**src/core/trace_params.svh**
```systemverilog
`ifndef TRACE_PARAMS_SVH
`define TRACE_PARAMS_SVH
`define TRC_ADDR_W      10
`define TRC_DATA_W      32
`define TRC_PW_4        3'h0
`define TRC_PW_8        3'h1
`define TRC_PW_16       3'h2
`define TRC_BITS_4      6'h04
`define TRC_BITS_8      6'h08
`define TRC_BITS_16     6'h10
`define TRC_IR_W        4
`define TRC_IR_RESET    4'hE
`define TRC_IR_CAPTURE  4'h1
`define TRC_INS_SCAN_N  4'h2
`define TRC_INS_CHAIN   4'hC
`define TRC_INS_IDCODE  4'hE
`define TRC_INS_BYPASS  4'hF
`define TRC_SEL_W       5
`define TRC_SEL_RESET   5'h00
`define TRC_CHAIN0      5'h00
`define TRC_LEN_CHAIN0  6'h28
`define TRC_LEN_SEL     6'h05
`define TRC_LEN_ID      6'h20
`define TRC_LEN_BYPASS  6'h01
`define TRC_RW_BIT      39
`define TRC_ADDR_HI     38
`define TRC_ADDR_LO     32
`define TRC_REG_STATUS  7'h01
`define TRC_REG_RAMDATA 7'h03
`define TRC_REG_RDPTR   7'h04
`define TRC_REG_WRPTR   7'h05
`define TRC_REG_TRIGCNT 7'h06
`define TRC_REG_CTRL    7'h08
`endif

```
**src/core/trace_pkg.sv**
```systemverilog
`include "trace_params.svh"
package trace_pkg;
  typedef enum logic [15:0] {
    st_reset   = 16'h0001, st_idle    = 16'h0002, st_sel_dr  = 16'h0004,
    st_cap_dr  = 16'h0008, st_sh_dr   = 16'h0010, st_ex1_dr  = 16'h0020,
    st_pa_dr   = 16'h0040, st_ex2_dr  = 16'h0080, st_upd_dr  = 16'h0100,
    st_sel_ir  = 16'h0200, st_cap_ir  = 16'h0400, st_sh_ir   = 16'h0800,
    st_ex1_ir  = 16'h1000, st_pa_ir   = 16'h2000, st_ex2_ir  = 16'h4000,
    st_upd_ir  = 16'h8000
  } tap_state_t;
  typedef struct packed {
    logic                   ce;
    logic                   we;
    logic [`TRC_ADDR_W-1:0] addr;
    logic [`TRC_DATA_W-1:0] din;
  } ram_req_t;
endpackage

```
**src/core/trace_capture_ctrl.sv**
```systemverilog
`timescale 1ns/10ps
`default_nettype none
`include "trace_params.svh"
module trace_capture_ctrl #(
  parameter int          ADDR_W   = `TRC_ADDR_W,
  parameter int          DATA_W   = `TRC_DATA_W,
  parameter logic [31:0] ID_VALUE = 32'h0000_0001  // arbitrary value
) (
  // clock and reset
  input  wire logic                 sys_clk,
  input  wire logic                 reset_n,
  // trace source and formatter
  input  wire logic [2:0]           packet_width_select,
  input  wire logic                 generic_source,
  input  wire logic                 trigger_event,
  input  wire logic                 word_complete_strobe,
  input  wire logic [DATA_W-1:0]    trace_packet_bus,
  // format and status
  output logic [5:0]                packet_bits,
  output logic                      width_reserved,
  output logic                      capture_enable_bit,
  output logic                      trigger_seen,
  output logic                      acquisition_done_flag,
  // trace ram
  output trace_pkg::ram_req_t       ram_req,
  input  wire logic [DATA_W-1:0]    ram_dout,
  // self-test controller
  input  wire logic                 selftest_takeover,
  input  wire trace_pkg::ram_req_t  selftest_req,
  output logic [DATA_W-1:0]         selftest_dout,
  // test access port
  input  wire logic                 tck,
  input  wire logic                 tms,
  input  wire logic                 tdi,
  output logic                      tdo,
  output logic                      tdo_oe
);
  import trace_pkg::*;

  // the ram request struct is sized by the package, so only those widths fit
  if (ADDR_W != `TRC_ADDR_W || DATA_W != `TRC_DATA_W || DATA_W > 32) begin : g_width_check
    $error("widths must match the ram request struct");
  end

  logic [ADDR_W-1:0]   capture_address_pointer;
  logic [ADDR_W-1:0]   readout_address_pointer;
  logic [ADDR_W-1:0]   post_trigger_counter;
  logic                readout_update_pulse;
  logic                capturing;
  logic                capture_pointer_increment;
  logic [2:0]          s1, s2, s3, lvl;
  logic                tck_rise;
  logic                tms_l, tdi_l;
  tap_state_t          state, next_state;
  logic [3:0]          ir, ir_sh;
  logic [4:0]          chain_sel;
  logic [39:0]         dr, next_dr;
  logic [5:0]          dr_len;
  logic [31:0]         rd_data, rd_mux;
  logic                acc_go, wr_go, rd_go;
  logic [6:0]          acc_addr;
  logic [31:0]         wdata;
  logic                rd_load, readout_increment;
  logic                wp_load, cnt_load;

  // packet width decode, registered
  always_ff @(posedge sys_clk) begin
    if (!reset_n) begin
      packet_bits    <= 6'h00;
      width_reserved <= 1'b0;
    end else if (generic_source) begin
      packet_bits    <= 6'(DATA_W);
      width_reserved <= 1'b0;
    end else begin
      width_reserved <= 1'b0;
      case (packet_width_select)
        `TRC_PW_4:  packet_bits <= `TRC_BITS_4;
        `TRC_PW_8:  packet_bits <= `TRC_BITS_8;
        `TRC_PW_16: packet_bits <= `TRC_BITS_16;
        default: begin
          packet_bits    <= 6'h00;
          width_reserved <= 1'b1;
        end
      endcase
    end
  end

  // capture side
  assign capturing = capture_enable_bit && !acquisition_done_flag;
  // strobe is single-cycle from the formatter, so one word per pulse
  assign capture_pointer_increment = capturing && word_complete_strobe;

  always_ff @(posedge sys_clk) begin
    if (!reset_n || !capture_enable_bit) begin
      trigger_seen <= 1'b0;
    end else if (capturing && trigger_event) begin
      trigger_seen <= 1'b1;
    end
  end

  always_ff @(posedge sys_clk) begin
    if (!reset_n) begin
      post_trigger_counter <= '0;
    end else if (cnt_load) begin
      post_trigger_counter <= wdata[ADDR_W-1:0];
    end else if (trigger_seen && capture_pointer_increment && post_trigger_counter != '0) begin
      post_trigger_counter <= post_trigger_counter - 1'b1;
    end
  end

  always_ff @(posedge sys_clk) begin
    if (!reset_n || !capture_enable_bit) begin
      acquisition_done_flag <= 1'b0;
    end else if (trigger_seen && post_trigger_counter == '0) begin
      acquisition_done_flag <= 1'b1;
    end
  end

  // only scan writes and captured words move it; foreign ram writes cannot
  always_ff @(posedge sys_clk) begin
    if (!reset_n) begin
      capture_address_pointer <= '0;
    end else if (wp_load) begin
      capture_address_pointer <= wdata[ADDR_W-1:0];
    end else if (capture_pointer_increment) begin
      capture_address_pointer <= capture_address_pointer + 1'b1;
    end
  end

  always_ff @(posedge sys_clk) begin
    if (!reset_n) begin
      readout_address_pointer <= '0;
    end else if (rd_load) begin
      readout_address_pointer <= wdata[ADDR_W-1:0];
    end else if (readout_increment) begin
      readout_address_pointer <= readout_address_pointer + 1'b1;
    end
  end

  always_ff @(posedge sys_clk) begin
    if (!reset_n) begin
      readout_update_pulse <= 1'b0;
    end else begin
      readout_update_pulse <= rd_load || readout_increment;
    end
  end

  always_ff @(posedge sys_clk) begin
    if (!reset_n) begin
      capture_enable_bit <= 1'b0;
    end else if (wr_go && acc_addr == `TRC_REG_CTRL) begin
      capture_enable_bit <= wdata[0];
    end
  end

  // ram port
  always_comb begin
    if (selftest_takeover) begin
      ram_req = selftest_req;
    end else begin
      ram_req.ce   = readout_update_pulse || capture_pointer_increment;
      ram_req.we   = capture_pointer_increment;
      ram_req.addr = capture_enable_bit ? capture_address_pointer
                                        : readout_address_pointer;
      ram_req.din  = trace_packet_bus;
    end
  end
  assign selftest_dout = ram_dout;

  // tap pins: three stages, a change counts when stages two and three agree
  always_ff @(posedge sys_clk) begin
    if (!reset_n) begin
      s1  <= 3'h0;
      s2  <= 3'h0;
      s3  <= 3'h0;
      lvl <= 3'h0;
    end else begin
      s1  <= {tdi, tms, tck};
      s2  <= s1;
      s3  <= s2;
      lvl <= (s2 & s3) | (lvl & (s2 ^ s3));
    end
  end
  assign tck_rise = s2[0] && s3[0] && !lvl[0];
  assign tms_l    = lvl[1];
  assign tdi_l    = lvl[2];

  always_comb begin
    case (state)
      st_reset:  next_state = tms_l ? st_reset  : st_idle;
      st_idle:   next_state = tms_l ? st_sel_dr : st_idle;
      st_sel_dr: next_state = tms_l ? st_sel_ir : st_cap_dr;
      st_cap_dr: next_state = tms_l ? st_ex1_dr : st_sh_dr;
      st_sh_dr:  next_state = tms_l ? st_ex1_dr : st_sh_dr;
      st_ex1_dr: next_state = tms_l ? st_upd_dr : st_pa_dr;
      st_pa_dr:  next_state = tms_l ? st_ex2_dr : st_pa_dr;
      st_ex2_dr: next_state = tms_l ? st_upd_dr : st_sh_dr;
      st_upd_dr: next_state = tms_l ? st_sel_dr : st_idle;
      st_sel_ir: next_state = tms_l ? st_reset  : st_cap_ir;
      st_cap_ir: next_state = tms_l ? st_ex1_ir : st_sh_ir;
      st_sh_ir:  next_state = tms_l ? st_ex1_ir : st_sh_ir;
      st_ex1_ir: next_state = tms_l ? st_upd_ir : st_pa_ir;
      st_pa_ir:  next_state = tms_l ? st_ex2_ir : st_pa_ir;
      st_ex2_ir: next_state = tms_l ? st_upd_ir : st_sh_ir;
      st_upd_ir: next_state = tms_l ? st_sel_dr : st_idle;
      default:   next_state = st_reset;
    endcase
  end

  always_ff @(posedge sys_clk) begin
    if (!reset_n) begin
      state <= st_reset;
    end else if (tck_rise) begin
      state <= next_state;
    end
  end

  // instruction register
  always_ff @(posedge sys_clk) begin
    if (!reset_n) begin
      ir_sh <= `TRC_IR_CAPTURE;
      ir    <= `TRC_IR_RESET;
    end else if (tck_rise) begin
      case (state)
        st_reset:  ir    <= `TRC_IR_RESET;
        st_cap_ir: ir_sh <= `TRC_IR_CAPTURE;
        st_sh_ir:  ir_sh <= {tdi_l, ir_sh[3:1]};
        st_upd_ir: ir    <= ir_sh;
        default:   ir    <= ir;
      endcase
    end
  end

  // data path length per instruction
  always_comb begin
    case (ir)
      `TRC_INS_SCAN_N: dr_len = `TRC_LEN_SEL;
      `TRC_INS_CHAIN:  dr_len = (chain_sel == `TRC_CHAIN0) ? `TRC_LEN_CHAIN0
                                                           : `TRC_LEN_BYPASS;
      `TRC_INS_IDCODE: dr_len = `TRC_LEN_ID;
      default:         dr_len = `TRC_LEN_BYPASS;
    endcase
  end

  always_comb begin
    next_dr         = dr >> 1;
    next_dr[dr_len - 6'h01] = tdi_l;
  end

  always_ff @(posedge sys_clk) begin
    if (!reset_n) begin
      dr <= '0;
    end else if (tck_rise && state == st_cap_dr) begin
      case (ir)
        `TRC_INS_SCAN_N: dr <= {35'h0, chain_sel};
        `TRC_INS_CHAIN:  dr <= {8'h00, rd_data};
        `TRC_INS_IDCODE: dr <= {8'h00, ID_VALUE};
        default:         dr <= '0;
      endcase
    end else if (tck_rise && state == st_sh_dr) begin
      dr <= next_dr;
    end
  end

  always_ff @(posedge sys_clk) begin
    if (!reset_n) begin
      chain_sel <= `TRC_SEL_RESET;
    end else if (tck_rise && state == st_upd_dr && ir == `TRC_INS_SCAN_N) begin
      chain_sel <= dr[4:0];
    end
  end

  // register access at update-dr of chain 0
  assign acc_go   = tck_rise && state == st_upd_dr && ir == `TRC_INS_CHAIN
                    && chain_sel == `TRC_CHAIN0;
  assign wr_go    = acc_go && dr[`TRC_RW_BIT];
  assign rd_go    = acc_go && !dr[`TRC_RW_BIT];
  assign acc_addr = dr[`TRC_ADDR_HI:`TRC_ADDR_LO];
  assign wdata    = dr[31:0];
  assign rd_load  = wr_go && acc_addr == `TRC_REG_RDPTR;
  assign readout_increment = rd_go && acc_addr == `TRC_REG_RAMDATA;
  assign wp_load  = wr_go && acc_addr == `TRC_REG_WRPTR;
  assign cnt_load = wr_go && acc_addr == `TRC_REG_TRIGCNT;

  // pointer reads do not move the pointer
  always_comb begin
    case (acc_addr)
      `TRC_REG_STATUS:  rd_mux = {30'h0, acquisition_done_flag, trigger_seen};
      `TRC_REG_RAMDATA: rd_mux = 32'(ram_dout);
      `TRC_REG_RDPTR:   rd_mux = 32'(readout_address_pointer);
      `TRC_REG_WRPTR:   rd_mux = 32'(capture_address_pointer);
      `TRC_REG_TRIGCNT: rd_mux = 32'(post_trigger_counter);
      `TRC_REG_CTRL:    rd_mux = {31'h0, capture_enable_bit};
      default:          rd_mux = 32'h0000_0000;
    endcase
  end

  always_ff @(posedge sys_clk) begin
    if (!reset_n) begin
      rd_data <= 32'h0000_0000;
    end else if (rd_go) begin
      rd_data <= rd_mux;
    end
  end

  assign tdo_oe = (state == st_sh_dr) || (state == st_sh_ir);
  assign tdo    = (state == st_sh_ir) ? ir_sh[0] : dr[0];
endmodule
`default_nettype wire

```
**config.mk**
```make
export PLATFORM = sky130hd
export DESIGN_NAME = trace_capture_ctrl
export DESIGN_NICKNAME = d
export VERILOG_FILES = /design/src/core/trace_pkg.sv /design/src/core/trace_capture_ctrl.sv
export VERILOG_INCLUDE_DIRS = /design/src /design/src/core
export SDC_FILE = /design/constraint.sdc
export NUM_CORES = 1
export LEC_CHECK = 0
export ABC_AREA = 0
export BUFFER_PORTS_ARGS = -buffer_cell sky130_fd_sc_hd__buf_2
export CAP_MARGIN = 20
export CELL_PAD_IN_SITES_DETAIL_PLACEMENT = 0
export CELL_PAD_IN_SITES_GLOBAL_PLACEMENT = 1
export CORE_MARGIN = 2
export CORE_UTILIZATION = 41
export CTS_BUF_LIST = sky130_fd_sc_hd__clkbuf_2 sky130_fd_sc_hd__clkbuf_4 sky130_fd_sc_hd__clkbuf_8
export DETAILED_ROUTE_END_ITERATION = 8
export GPL_TIMING_DRIVEN = 0
export PLACE_DENSITY_LB_ADDON = 0.1
export SLEW_MARGIN = 5
export SYNTH_ARGS = -nofsm -noshare
export SYNTH_HDL_FRONTEND = slang
export SYNTH_SLANG_ARGS = --single-unit
```
**constraint.sdc**
```tcl
create_clock -name sys_clk -period 3.5 [get_ports sys_clk]
set_input_delay 0.7 -clock sys_clk [delete_from_list [all_inputs] [get_ports sys_clk]]
set_output_delay 0.7 -clock sys_clk [all_outputs]
set_load 0.01 [all_outputs]
```
# Word level (Yosys, flattened, before mapping)
# Index checks and enable logic that the tools add are counted.
# classes
n_bitwise,5
addsub,4
n_lt_le_gt_ge,2
reduce_logical,48
eq_ne,27
muxes,36
# ops
operator,count
case mux 16 bit (12 select lines),1
case mux 32 bit (6 select lines),1
case mux 32 bit (3 select lines),1
2-to-1 mux 10 bit,8
2-to-1 mux 40 bit,2
2-to-1 mux 44 bit,1
bitwise mux 40 bit,1
2-to-1 mux 16 bit,2
logical AND 1 bit,22
"equality test 7 x 3 -> 1 bit, second input constant",3
"adder 10 x 1 -> 10 bit, second input constant",2
2-to-1 mux 6 bit,3
2-to-1 mux 9 bit,2
case mux 6 bit (3 select lines),1
"equality test 16 x 1 -> 1 bit, second input constant",1
"equality test 16 x 10 -> 1 bit, second input constant",1
"equality test 16 x 11 -> 1 bit, second input constant",1
"equality test 16 x 12 -> 1 bit, second input constant",1
"equality test 16 x 13 -> 1 bit, second input constant",1
"equality test 16 x 14 -> 1 bit, second input constant",1
"equality test 16 x 15 -> 1 bit, second input constant",1
"equality test 16 bit, second input constant",1
"equality test 16 x 2 -> 1 bit, second input constant",1
"equality test 16 x 3 -> 1 bit, second input constant",1
other kinds (41),62
# word_totals
reg_bits,154
elab_cells,142
output_inout_bits,88

# Longest topological paths before layout
# Gate-level depths: netlist of the first run.
# logic_depth
ltp_word,11
depth_mapped,9
depth_no_buf,7

# Worst setup path before layout of the first run
# Ideal clock, no wire load.
# synth_path
path_type,register -> output
startpoint,register state[1]
endpoint,output tdo
arrival_time_ps,2049
n_path_buf,2
slack_ps,751
path_stages_with_launch,7
required_time_ps,2800
path_cell_list,dfxtp_1 buf_2 or4_4 buf_6 nor3_4 and4b_1 mux2_2
# synth_via
elab_chain_len,2
# synth_lines
element,line,text
start: declaration,trace_capture_ctrl.sv:54,"tap_state_t state, next_state;"
start signal: assignment,trace_capture_ctrl.sv:212,state <= st_reset;
start signal: assignment,trace_capture_ctrl.sv:214,state <= next_state;
equality test 16 x 12 -> 1 bit,trace_capture_ctrl.sv:307,assign tdo = (state == st_sh_ir) ? ir_sh[0] : dr[0];
2-to-1 mux 1 bit,trace_capture_ctrl.sv:307,
end: declaration,trace_capture_ctrl.sv:35,"output logic tdo,"
# Every way passes these cells.

# Final worst setup path of the first run
# layout_path
startpoint,register state[13]
endpoint,output tdo
# The elaborated chain is that of the path after synthesis.

==> results of run 1 <==
-- through the flow --
stage / setup WS, ns / hold WS [ns]
2_1_floorplan: 0.751 / 0.412
3_3_place_gp: 0.320 / 0.413
3_5_place_dp: 0.316 / 0.422
4_1_cts: 0.125 / 0.413
5_1_grt: 0.0772 / 0.430
6_report: 0.141 / 0.437
-- placed cells by master, fill, tap and decap left out, types with 10 or more instances in the layout --
| cell type | synthesis | routed |
|---|---|---|
| sky130_fd_sc_hd__inv_1 | 10 | 10 |
| sky130_fd_sc_hd__a22o_1 | 13 | 13 |
| sky130_fd_sc_hd__a21oi_1 | 26 | 26 |
| sky130_fd_sc_hd__nor4_1 | 12 | 12 |
| sky130_fd_sc_hd__mux2i_1 | 31 | 31 |
| sky130_fd_sc_hd__o21ai_0 | 48 | 48 |
| sky130_fd_sc_hd__xnor2_1 | 12 | 12 |
| sky130_fd_sc_hd__and2_1 | 20 | 20 |
| sky130_fd_sc_hd__a21boi_1 | 22 | 22 |
| sky130_fd_sc_hd__buf_2 | 18 | 222 |
| sky130_fd_sc_hd__xor2_1 | 13 | 13 |
| sky130_fd_sc_hd__nand2_1 | 129 | 129 |
| sky130_fd_sc_hd__buf_4 | 36 | 37 |
| sky130_fd_sc_hd__nand4_1 | 17 | 17 |
| sky130_fd_sc_hd__dfxtp_1 | 152 | 152 |
| sky130_fd_sc_hd__nor3_1 | 26 | 26 |
| sky130_fd_sc_hd__nor2_1 | 26 | 26 |
| sky130_fd_sc_hd__clkbuf_1 | 53 | 53 |
| sky130_fd_sc_hd__a22oi_1 | 11 | 11 |
| sky130_fd_sc_hd__nand3_1 | 129 | 129 |
| sky130_fd_sc_hd__mux2_2 | 34 | 34 |
| sky130_fd_sc_hd__nor2b_1 | 15 | 15 |
| sky130_fd_sc_hd__clkbuf_8 | 0 | 19 |
| sky130_fd_sc_hd__nor4b_1 | 10 | 10 |
| sky130_fd_sc_hd__a21boi_0 | 23 | 23 |
-- where the power goes --
group | switching [mW] | leakage [nW] | total (mW) | internal [mW]
clock network | 0.728 | 0.221 | 1.50 | 0.776
logic | 0.152 | 2.67 | 0.311 | 0.158
registers | 0.00188 | 1.23 | 1.74 | 1.73
-- final cells by class --
type	count	area share
buffer	115	0.0581
clock buffer	21	0.0269
clock inverter	11	0.0154
inverter	10	0.00366
multi-input combinational	745	0.465
sequential	152	0.296
tap	270	0.0329
timing repair buffer	206	0.101
-- how the worst min path moves through the flow --
| stage | slack [ns] | from | to |
|---|---|---|---|
| after floorplan | 0.41 | s1[0] | s2[0] |
| after global placement | 0.41 | s1[2] | s2[2] |
| after detailed placement | 0.42 | s1[2] | s2[2] |
| after CTS | 0.41 | packet_width_select[1] | packet_bits[3] |
| after global routing | 0.43 | tck | s1[0] |
| final | 0.44 | packet_width_select[1] | packet_bits[3] |
-- state kept, by name, summed over array words and instances, names as in the netlist, 3 cells and up --
signal / cells
dr: 40
state: 16
capture_address_pointer: 10
chain_sel: 5
rd_data: 32
readout_address_pointer: 10
post_trigger_counter: 10
lvl: 3
ir_sh: 4
s3: 3
packet_bits: 4
ir: 4
s1: 3
s2: 3
-- per-layer routing --
metal  vias up  share of wire  global-route usage
met5         -              0                   0
met4         0          0.024              0.0736
met3        42          0.064              0.0478
met2       282           0.45               0.382
met1      3970           0.46               0.338
li1       4121              -                   -
-- kinds of logic after synthesis --
family | after synthesis | share of synthesized area
flops | 152 | 0.360
buf+inv | 125 | 0.0751
fa+ha+maj | 7 | 0.0104
simple gates | 446 | 0.286
xor+xnor | 25 | 0.0259
compound gates | 200 | 0.160
other cells | 1 | 0.000444
mux | 65 | 0.0820
==> summary.md, run 1 <==
| Metric | Value |
|---|---|
| Result of the run | `completed` |
| Critical path destination | `tdo` |
| Antenna violations before repair | `0` |
| Critical Path RT | `2.80 ns` |
| Number of global-route vias before repair | `approximately 7700` |
| Most repeated cell in the gate-level netlist after synthesis | `sky130_fd_sc_hd__dfxtp_1` |
| Worst supply voltage drop on vdd | `around 0.27 mV` |
| Die boundary height | `~150 um` |
| Type of origin of the critical path | `flop` |
| Share of async-settable or async-resettable flops after synthesis | `0` |
| # IOs | `about 210` |
| Inserted Clock Buffers | `17` |
| Primary FF master, synth | `sky130_fd_sc_hd__dfxtp_1` |
| Initial detailed-routing violation count | `560` |
| Hold buffers post-CTS | `0` |
| Postcts setup bufs | `1` |
| Worst reg-to-reg path cell count | `5` |
| Kind of end point of the critical path | `output pin` |
| Setup repair after global routing missed its margin | `false` |
| Post-synth EDFFs | `0` |
| Share of layout cells above drive strength 1 | `0.278` |
| Routed vias | `~8400` |
| Total grt overflow | `0` |
| Worst hold path stage count | `2` |
| Placement Rows | `52` |
| Number of gates given a new drive strength after cts | `0` |
| Power density over the cells | `346 mW/mm2` |
| TritonRoute pass-1 iters | `5` |
| Time the worst path needs with I/O delays and setup | `between 3 and 4 ns` |
| Global-route wire length before repair | `42000 um` |
| Logic depth of the worst path, buffers included | `6` |
| Crit-path cells | `clkbuf_1 -> or4_1 -> nor3_4 -> and4b_1 -> mux2_2 -> buf_2` |
| Clock edge transition at the registers on the reported setup and hold paths | `approximately 0.090 ns` |
| Number of diodes | `0` |
| DRC errors left | `0` |
| Summed negative setup slack over all endpoints | `0 ns` |
| Critical path class | `flop to output pin` |
| Slowest stage delay, CP | `approximately 0.60 ns` |
| Top-area cell type share of the netlist area | `0.360` |
| Placed cell area | `0.00982 mm2` |
| Final Non-Filler Cells | `between 1500 and 2000` |
| Ratio of final minimum period to clock period | `0.960` |
| Average via count per standard cell | `5.50` |
| Relative slew margins | `0.318` |
| Placed Instances | `roughly 1500` |
| Worst-skew pair later-pin latency | `about 0.46 ns` |
| Delay-heaviest family, CP | `simple AND/OR/NAND/NOR gates` |
| Number of instances in the synthesized netlist | `between 1000 and 1500` |
| Setup crit start | `state[13]` |
| X dimension of the die | `148 um` |
| Largest net degree at the start of global routing | `17` |
| WL final | `between 20000 and 30000 um` |
| Reg-to-reg critical path startpoint | `chain_sel[0]` |
| Cell type of the slowest stage on the worst timing path | `sky130_fd_sc_hd__or4_1` |
| Final setup skew | `between 0.015 and 0.02 ns` |
| Buffers plus inverters on the worst setup path | `2` |
| Placed wire-length estimate after detailed placement | `roughly 20000 um` |
| Layout overhead on the synthesized area | `21.5%` |
| CTS H-tree depth | `4` |
| FF-to-FF setup slack | `between 0.6 and 0.7 ns` |
| Number of distinct standard cells referenced by the synthesized netlist | `slightly above 70` |
| Post-Synthesis Cell Area | `between 0.008 and 0.009 mm2` |
| Post-detailed-route count of antenna-violating nets | `0` |
| Layout Nets | `1374` |
| Routability Congestion | `approximately 0.86` |
| Mapped Avg Cell Area | `8.28 um2` |
| Final hold vios | `0` |
| Maximum clock rate | `just under 0.3 GHz` |
| Number of buffers on the longest clock path | `2` |
| Capture instance of the worst register-to-register path | `rd_data[1]` |
| Type of the most critical hold path | `primary input to flop` |
| Final setup fails | `0` |
| Critical Path Fanout Max | `8` |
| Full die area | `0.0218 mm2` |
| WP data arrival | `between 2 and 3 ns` |
| Pwr Total | `approximately 3.5 mW` |
| Total routing resource utilization after global routing | `0.243` |
| #FFs+latches synth | `around 150` |
| Multi-input gate area | `between 0.004 and 0.005 mm2` |
| Utilization after layout | `0.507` |
| Slew at the pin closest to its max-slew limit | `slightly above 1 ns` |
| Average detailed-routed wire length per instance | `between 15 and 20 um` |
| Yosys Warn Count | `0` |
| Synth top cells by count | `sky130_fd_sc_hd__dfxtp_1, sky130_fd_sc_hd__nand2_1, sky130_fd_sc_hd__nand3_1` |
| Number of input and output port buffers inserted | `204` |
| Static leakage | `roughly 4.1 nW` |
| Final instance area | `0.0103 mm2` |
| Number of filler cells placed in the layout | `approximately 2000` |
| Total of max-cap violations | `0` |
| Seq/Total Area, Yosys | `0.360` |
| Area of the core | `between 0.02 and 0.025 mm2` |
| Biggest area consumer among synthesized cells | `sky130_fd_sc_hd__dfxtp_1` |
| Clk sink count | `around 150` |
| Count of final max-slew check failures | `0` |
| Effective utilization at floorplan | `0.418` |
| FF+latch area | `0.00304 mm2` |
| Top cells by area, synth | `sky130_fd_sc_hd__dfxtp_1, sky130_fd_sc_hd__nand3_1, sky130_fd_sc_hd__nand2_1, sky130_fd_sc_hd__mux2_2, sky130_fd_sc_hd__mux2i_1` |
| Root Buffer | `sky130_fd_sc_hd__clkbuf_8` |
| TritonCTS clock tree | `built` |
(Power assumes the default switching activity.)
==> inputs of run 2 (changes only) <==
--- a/config.mk
+++ b/config.mk
@@ -17,6 +17,7 @@
 export DETAILED_ROUTE_END_ITERATION = 8
 export GPL_TIMING_DRIVEN = 0
 export PLACE_DENSITY_LB_ADDON = 0.1
+export RECOVER_POWER = 100
 export SLEW_MARGIN = 5
 export SYNTH_ARGS = -nofsm -noshare
 export SYNTH_HDL_FRONTEND = slang
==> summary.md, run 2 (same netlist as run 1, synthesis figures left out) <==
| Metric | Value |
|---|---|
| Summed negative setup slack over all endpoints | `0 ns (unchanged)` |
| Global-route wire length before repair | `42000 um (unchanged)` |
| Static leakage | `3.82 nW (was 4.11 nW)` |
| Worst supply voltage drop on vdd | `0.265 mV (about the same)` |
| Antenna violations before repair | `0 (unchanged)` |
| Average detailed-routed wire length per instance | `17.7 um (was 17.6 um)` |
| Ratio of final minimum period to clock period | `0.951 (was 0.960)` |
| Average via count per standard cell | `5.47 (was 5.50)` |
| Clk sink count | `152 (unchanged)` |
| Maximum clock rate | `0.300 GHz (was 0.298 GHz)` |
| Number of input and output port buffers inserted | `204 (unchanged)` |
| Die boundary height | `148 um (unchanged)` |
| Kind of end point of the critical path | `output pin (unchanged)` |
| Placed cell area | `0.00982 mm2 (unchanged)` |
| Total of max-cap violations | `0 (unchanged)` |
| Number of diodes | `0 (unchanged)` |
| X dimension of the die | `148 um (unchanged)` |
| Most common cell after layout, fill and taps aside | `sky130_fd_sc_hd__dfxtp_1 (was sky130_fd_sc_hd__buf_2)` |
| Worst slack at placement | `0.316 ns (unchanged)` |
| Time the worst path needs with I/O delays and setup | `3.33 ns (was 3.36 ns)` |
| Relative slew margins | `0.102 (was 0.318)` |
| Most frequent cells in the layout | `sky130_fd_sc_hd__dfxtp_1, sky130_fd_sc_hd__clkbuf_1, sky130_fd_sc_hd__buf_2 (was sky130_fd_sc_hd__buf_2, sky130_fd_sc_hd__dfxtp_1, sky130_fd_sc_hd__nand2_1, sky130_fd_sc_hd__nand3_1, sky130_fd_sc_hd__clkbuf_1)` |
| FF-to-FF setup slack | `0.23 ns (was 0.63 ns)` |
| Multi-input gate area | `0.00475 mm2 (was 0.00478 mm2)` |
| Number of filler cells placed in the layout | `2090 (was 2040)` |
| WL final | `27000 um (was 26900 um)` |
| Worst hold path stage count | `2 (unchanged)` |
| Power density over the cells | `349 mW/mm2 (was 346 mW/mm2)` |
| FF+latch area | `0.00304 mm2 (unchanged)` |
| WP data arrival | `2.63 ns (was 2.66 ns)` |
| # IOs | `208 (unchanged)` |
| Count of final max-slew check failures | `0 (unchanged)` |
| Effective utilization at floorplan | `0.418 (unchanged)` |
| Critical path class | `flop to output pin (unchanged)` |
| CTS H-tree depth | `4 (unchanged)` |
| Largest Register | `dr (unchanged)` |
| DRC errors left | `0 (unchanged)` |
| Number of buffers on the longest clock path | `2 (unchanged)` |
| Capture instance of the worst register-to-register path | `rd_data[1] (unchanged)` |
| Area of the core | `0.0202 mm2 (unchanged)` |
| Slew at the pin closest to its max-slew limit | `1.34 ns (was 1.01 ns)` |
| Root Buffer | `sky130_fd_sc_hd__clkbuf_8 (unchanged)` |
| Hold_ws | `0.437 ns (about the same)` |
| Min-Delay Endpoint | `packet_bits[3] (unchanged)` |
| Setup repair after global routing missed its margin | `false (unchanged)` |
| Largest register FFs | `40 (unchanged)` |
| Full die area | `0.0218 mm2 (unchanged)` |
| Routability Congestion | `0.860 (unchanged)` |
| TritonCTS clock tree | `built (unchanged)` |
| Reg-to-reg critical path startpoint | `state[1] (was chain_sel[0])` |
| Routed vias | `8366 (was 8415)` |
| Type of origin of the critical path | `flop (unchanged)` |
| Clock edge transition at the registers on the reported setup and hold paths | `0.09 ns (about the same)` |
| Placement Rows | `52 (unchanged)` |
| Final hold vios | `0 (unchanged)` |
| Type of the most critical hold path | `primary input to flop (unchanged)` |
| Critical Path RT | `2.80 ns (about the same)` |
| Number of global-route vias before repair | `7663 (unchanged)` |
| Final instance area | `0.0101 mm2 (was 0.0103 mm2)` |
| Largest net degree at the start of global routing | `17 (unchanged)` |
| Share of layout cells above drive strength 1 | `0.204 (was 0.278)` |
| Critical Path Fanout Max | `7 (was 8)` |
| Final setup skew | `0.0181 ns (was 0.0166 ns)` |
| Hold buffers post-CTS | `0 (unchanged)` |
| Final setup fails | `0 (unchanged)` |
| Post-detailed-route count of antenna-violating nets | `0 (unchanged)` |
| TritonRoute pass-1 iters | `5 (unchanged)` |
| Number of gates given a new drive strength after cts | `0 (unchanged)` |
| Layout Nets | `1374 (unchanged)` |
| Result of the run | `completed (unchanged)` |
| Total routing resource utilization after global routing | `0.243 (unchanged)` |
| Hold_sp | `packet_width_select[1] (unchanged)` |
| Registers with the most flip-flops | `dr (40), rd_data (32), state (16) (unchanged)` |
| Placed wire-length estimate after detailed placement | `20300 um (unchanged)` |
| Worst reg-to-reg path cell count | `8 (was 5)` |
| Inserted Clock Buffers | `17 (unchanged)` |
| PnR worst setup slack | `0.172 ns (was 0.141 ns)` |
| Layout overhead on the synthesized area | `19.7% (was 21.5%)` |
| Utilization after layout | `0.500 (was 0.507)` |
| Initial detailed-routing violation count | `503 (was 560)` |
| Total grt overflow | `0 (unchanged)` |
| Worst-skew pair later-pin latency | `0.46 ns (about the same)` |
[run 2: changes by cell type in the layout (fill, tap and decap cells not counted), sizes merged]
cell / change
buf: -95
clkbuf: +95
[run 2: worst max path at each step]
stage              start     to  slack (ns)
3_3_place_gp   state[13]    tdo        0.32
2_1_floorplan   state[1]    tdo        0.75
4_1_cts        state[13]    tdo        0.12
5_1_grt         state[4]  dr[8]        0.04
6_report        state[1]    tdo        0.17
3_5_place_dp   state[13]    tdo        0.32
[run 2: repair_timing]
| action | in CTS | in global routing |
|---|---|---|
| buffers inserted | 1 | 0 |
| hold endpoints to repair | 0 | 0 |
| setup endpoints to repair | 1 | 0 |
[run 2: final cells by class]
| class | instances | area share |
|---|---|---|
| multi-input combinational | 745 | 0.470 |
| sequential | 152 | 0.301 |
| timing repair buffer | 206 | 0.0919 |
| buffer | 115 | 0.0579 |
| tap | 270 | 0.0334 |
| clock buffer | 21 | 0.0273 |
| clock inverter | 11 | 0.0156 |
| inverter | 10 | 0.00371 |
[run 2: worst max-delay path, cell delays in order (launching register included)]
cell and delay, ns:
sky130_fd_sc_hd__dfxtp_1 0.30, sky130_fd_sc_hd__buf_2 0.15, sky130_fd_sc_hd__or4_4 0.51, sky130_fd_sc_hd__buf_6 0.15
sky130_fd_sc_hd__nor3_4 0.19, sky130_fd_sc_hd__and4b_1 0.37, sky130_fd_sc_hd__mux2_2 0.36, sky130_fd_sc_hd__clkbuf_1 0.14
[run 2: stage by stage]
stage	power (mW)	instances
floorplan	1.93	1022
global placement	2.08	1496
detailed placement	2.09	1497
CTS	3.58	1530
global route	3.66	1530
finish	3.53	1530
[run 2: power by group]
| group | switching (mW) | internal, mW | total (mW) |
|---|---|---|---|
| Combinational | 0.155 | 0.143 | 0.298 |
| Clock | 0.723 | 0.776 | 1.50 |
| Sequential | 0.00195 | 1.73 | 1.74 |
| Total | 0.880 | 2.65 | 3.53 |
[run 2: routing by layer]
| layer | global-route usage | up-vias | wire length, um |
|---|---|---|---|
| li1 | - | 4123 | - |
| met1 | 0.338 | 3932 | 12600 |
| met2 | 0.382 | 284 | 12300 |
| met3 | 0.0478 | 27 | 1720 |
| met4 | 0.0736 | 0 | 436 |
| met5 | 0 | - | 0 |
==> inputs of run 3 (changes only) <==
==> constraint.sdc (replaced) <==
create_clock -name sys_clk -period 3.1 [get_ports sys_clk]
set_input_delay 0.62 -clock sys_clk [delete_from_list [all_inputs] [get_ports sys_clk]]
set_output_delay 0.62 -clock sys_clk [all_outputs]
set_load 0.01 [all_outputs]
==> summary.md, run 3 (same netlist as run 1, synthesis figures left out) <==
| Metric | Value |
|---|---|
| Kind of end point of the critical path | `output pin (unchanged)` |
| Clk sink count | `152 (unchanged)` |
| Root Buffer | `sky130_fd_sc_hd__clkbuf_8 (unchanged)` |
| Antenna violations before repair | `0 (unchanged)` |
| Number of diodes | `0 (unchanged)` |
| Number of buffers on the longest clock path | `2 (unchanged)` |
| Maximum clock rate | `between 0.3 and 0.4 GHz` |
| Area of the core | `0.0202 mm2 (unchanged)` |
| CTS H-tree depth | `4 (unchanged)` |
| Largest Register | `dr (unchanged)` |
| Inserted Clock Buffers | `17 (unchanged)` |
| Pwr Total | `3.99 mW (was 3.53 mW)` |
| Number of input and output port buffers inserted | `204 (unchanged)` |
| Slowest stage delay, CP | `0.61 ns (was 0.51 ns)` |
| Average detailed-routed wire length per instance | `17.7 um (about the same)` |
| Worst-skew pair later-pin latency | `0.46 ns (about the same)` |
| Result of the run | `completed (unchanged)` |
| Layout Nets | `1371 (was 1374)` |
| Share of layout cells above drive strength 1 | `0.214 (was 0.204)` |
| Final setup fails | `0 (unchanged)` |
| Registers with the most flip-flops | `dr (40), rd_data (32), state (16) (unchanged)` |
| Placement Rows | `52 (unchanged)` |
| Utilization after layout | `0.502 (was 0.500)` |
| Critical Path RT | `2.48 ns (was 2.80 ns)` |
| Reg power frac | `0.491 (about the same)` |
| Critical path class | `flop to output pin (unchanged)` |
| # IOs | `208 (unchanged)` |
| Relative contribution of combinational cells to total power | `0.084 (about the same)` |
| Relative slew margins | `0.313 (was 0.102)` |
| Ratio of final minimum period to clock period | `0.985` |
| TritonCTS clock tree | `built (unchanged)` |
| Most frequent cells in the layout | `sky130_fd_sc_hd__dfxtp_1, sky130_fd_sc_hd__clkbuf_1, sky130_fd_sc_hd__nand2_1, sky130_fd_sc_hd__nand3_1, sky130_fd_sc_hd__buf_2 (was sky130_fd_sc_hd__dfxtp_1, sky130_fd_sc_hd__clkbuf_1, sky130_fd_sc_hd__buf_2)` |
| Time the worst path needs with I/O delays and setup | `~3.1 ns` |
| WL final | `27000 um (about the same)` |
| Placed cell area | `0.00982 mm2 (unchanged)` |
| Global-route wire length before repair | `42100 um (was 42000 um)` |
| Clock edge transition at the registers on the reported setup and hold paths | `0.09 ns (about the same)` |
| Routability Congestion | `0.860 (unchanged)` |
| Worst supply voltage drop on vdd | `0.298 mV (was 0.265 mV)` |
| Full die area | `0.0218 mm2 (unchanged)` |
| Final hold vios | `0 (unchanged)` |
| Slew at the pin closest to its max-slew limit | `1.02 ns (was 1.34 ns)` |
| WP data arrival | `2.43 ns (was 2.63 ns)` |
| Largest net degree at the start of global routing | `17 (unchanged)` |
| Total grt overflow | `0 (unchanged)` |
| Total of max-cap violations | `0 (unchanged)` |
| Switching power of the nets | `0.994 mW (was 0.880 mW)` |
| Post-detailed-route count of antenna-violating nets | `0 (unchanged)` |
| PnR worst setup slack | `0.0452 ns (was 0.172 ns)` |
| Static leakage | `3.83 nW (was 3.82 nW)` |
| Setup repair after global routing missed its margin | `true (was false)` |
| Proportion of total power due to net switching | `0.249 (about the same)` |
| Count of final max-slew check failures | `0 (unchanged)` |
| Placed wire-length estimate after detailed placement | `20300 um (unchanged)` |
| Die boundary height | `148 um (unchanged)` |
| Final instance area | `0.0102 mm2 (was 0.0101 mm2)` |
| Final setup skew | `0.0174 ns (was 0.0181 ns)` |
| Average via count per standard cell | `5.50 (was 5.47)` |
| Power density over the cells | `392 mW/mm2 (was 349 mW/mm2)` |
| Number of filler cells placed in the layout | `2076 (was 2090)` |
| Total routing resource utilization after global routing | `0.244 (was 0.243)` |
| Type of origin of the critical path | `flop (unchanged)` |
| Hold_ws | `0.356 ns (was 0.437 ns)` |
| Effective utilization at floorplan | `0.418 (unchanged)` |
| Critical Path Fanout Max | `8 (was 7)` |
| Type of the most critical hold path | `primary input to flop (unchanged)` |
| Clock network fraction of total power | `0.424 (about the same)` |
| TritonRoute pass-1 iters | `5 (unchanged)` |
| Number of global-route vias before repair | `7685 (was 7663)` |
| Cell type of the slowest stage on the worst timing path | `sky130_fd_sc_hd__or4_4 (unchanged)` |
| Initial detailed-routing violation count | `531 (was 503)` |
| Worst slack at placement | `-0.00431 ns (was 0.316 ns)` |
| Routed vias | `8405 (was 8366)` |
| Layout overhead on the synthesized area | `20.2% (was 19.7%)` |
| Most common cell after layout, fill and taps aside | `sky130_fd_sc_hd__dfxtp_1 (unchanged)` |
| Largest register FFs | `40 (unchanged)` |
| X dimension of the die | `148 um (unchanged)` |
| Crit-path cells | `or4_4 -> nor3_4 -> and4b_2 -> mux2_2 -> buf_2 (was buf_2 -> or4_4 -> buf_6 -> nor3_4 -> and4b_1 -> mux2_2 -> clkbuf_1)` |
| Hold buffers post-CTS | `0 (unchanged)` |
| DRC errors left | `0 (unchanged)` |
| Cell Int Power | `2.99 mW (was 2.65 mW)` |
==> run 3: cell count changes in the layout (fill, tap and decap cells not counted), sizes merged <==
cell  previous run  this run
buf            172       169
==> run 3: layer usage <==
layer | GRT usage | routed length [um] | up-vias
li1 | - | - | 4110
met1 | 0.339 | 12600 | 3980
met2 | 0.384 | 12300 | 281
met3 | 0.0478 | 1610 | 34
met4 | 0.0731 | 552 | 0
met5 | 0 | 0 | -
==> run 3: through the flow <==
stage,TNS (ns),cells
floorplan,0,1022
global placement,-0.0000375,1496
detailed placement,-0.00431,1497
CTS,0,1530
global route,-0.0496,1527
finish,0,1527
==> run 3: timing repair <==
item,in CTS,in global routing
endpoints found under the setup margin,3,2
gates resized for setup,7,2
buffers inserted,2,1
pin swaps,3,2
==> run 3: power groups by stage <==
stage               Sequential (mW)  Clock [mW]  Combinational [mW]
CTS                            1.96        1.72               0.353
floorplan                      2.01           0               0.174
global placement               2.01           0               0.348
finish                         1.96        1.69               0.336
global route                   1.96        1.81               0.365
detailed placement             2.01           0               0.351
==> run 3: worst paths after layout <==
kind         slack [ns]                   start                 endpoint  cells past startpoint
max                0.05                state[0]                      tdo                      5
min                0.36  packet_width_select[1]           packet_bits[3]                      2
max reg2reg        0.13            chain_sel[0]  post_trigger_counter[9]                      6
min reg2reg        0.44                   s1[1]                    s2[1]                      1
==> run 3: final cells by class <==
class	instances	area, um2	share of cell area
Inverter	10	37.5	0.00369
Clock buffer	21	277	0.0272
Tap cell	270	338	0.0332
Buffer	110	564	0.0555
Multi-Input combinational cell	745	4790	0.472
Timing Repair Buffer	208	950	0.0935
Sequential cell	152	3050	0.300
Clock inverter	11	158	0.0155
==> run 3: worst max-delay path, delay by kind of cell (launching register included) <==
family                 cells  cell delay (ns)
and+or+nand+nor            3             1.13
DFF                        1             0.37
muxes                      1             0.33
buffers and inverters      1             0.14
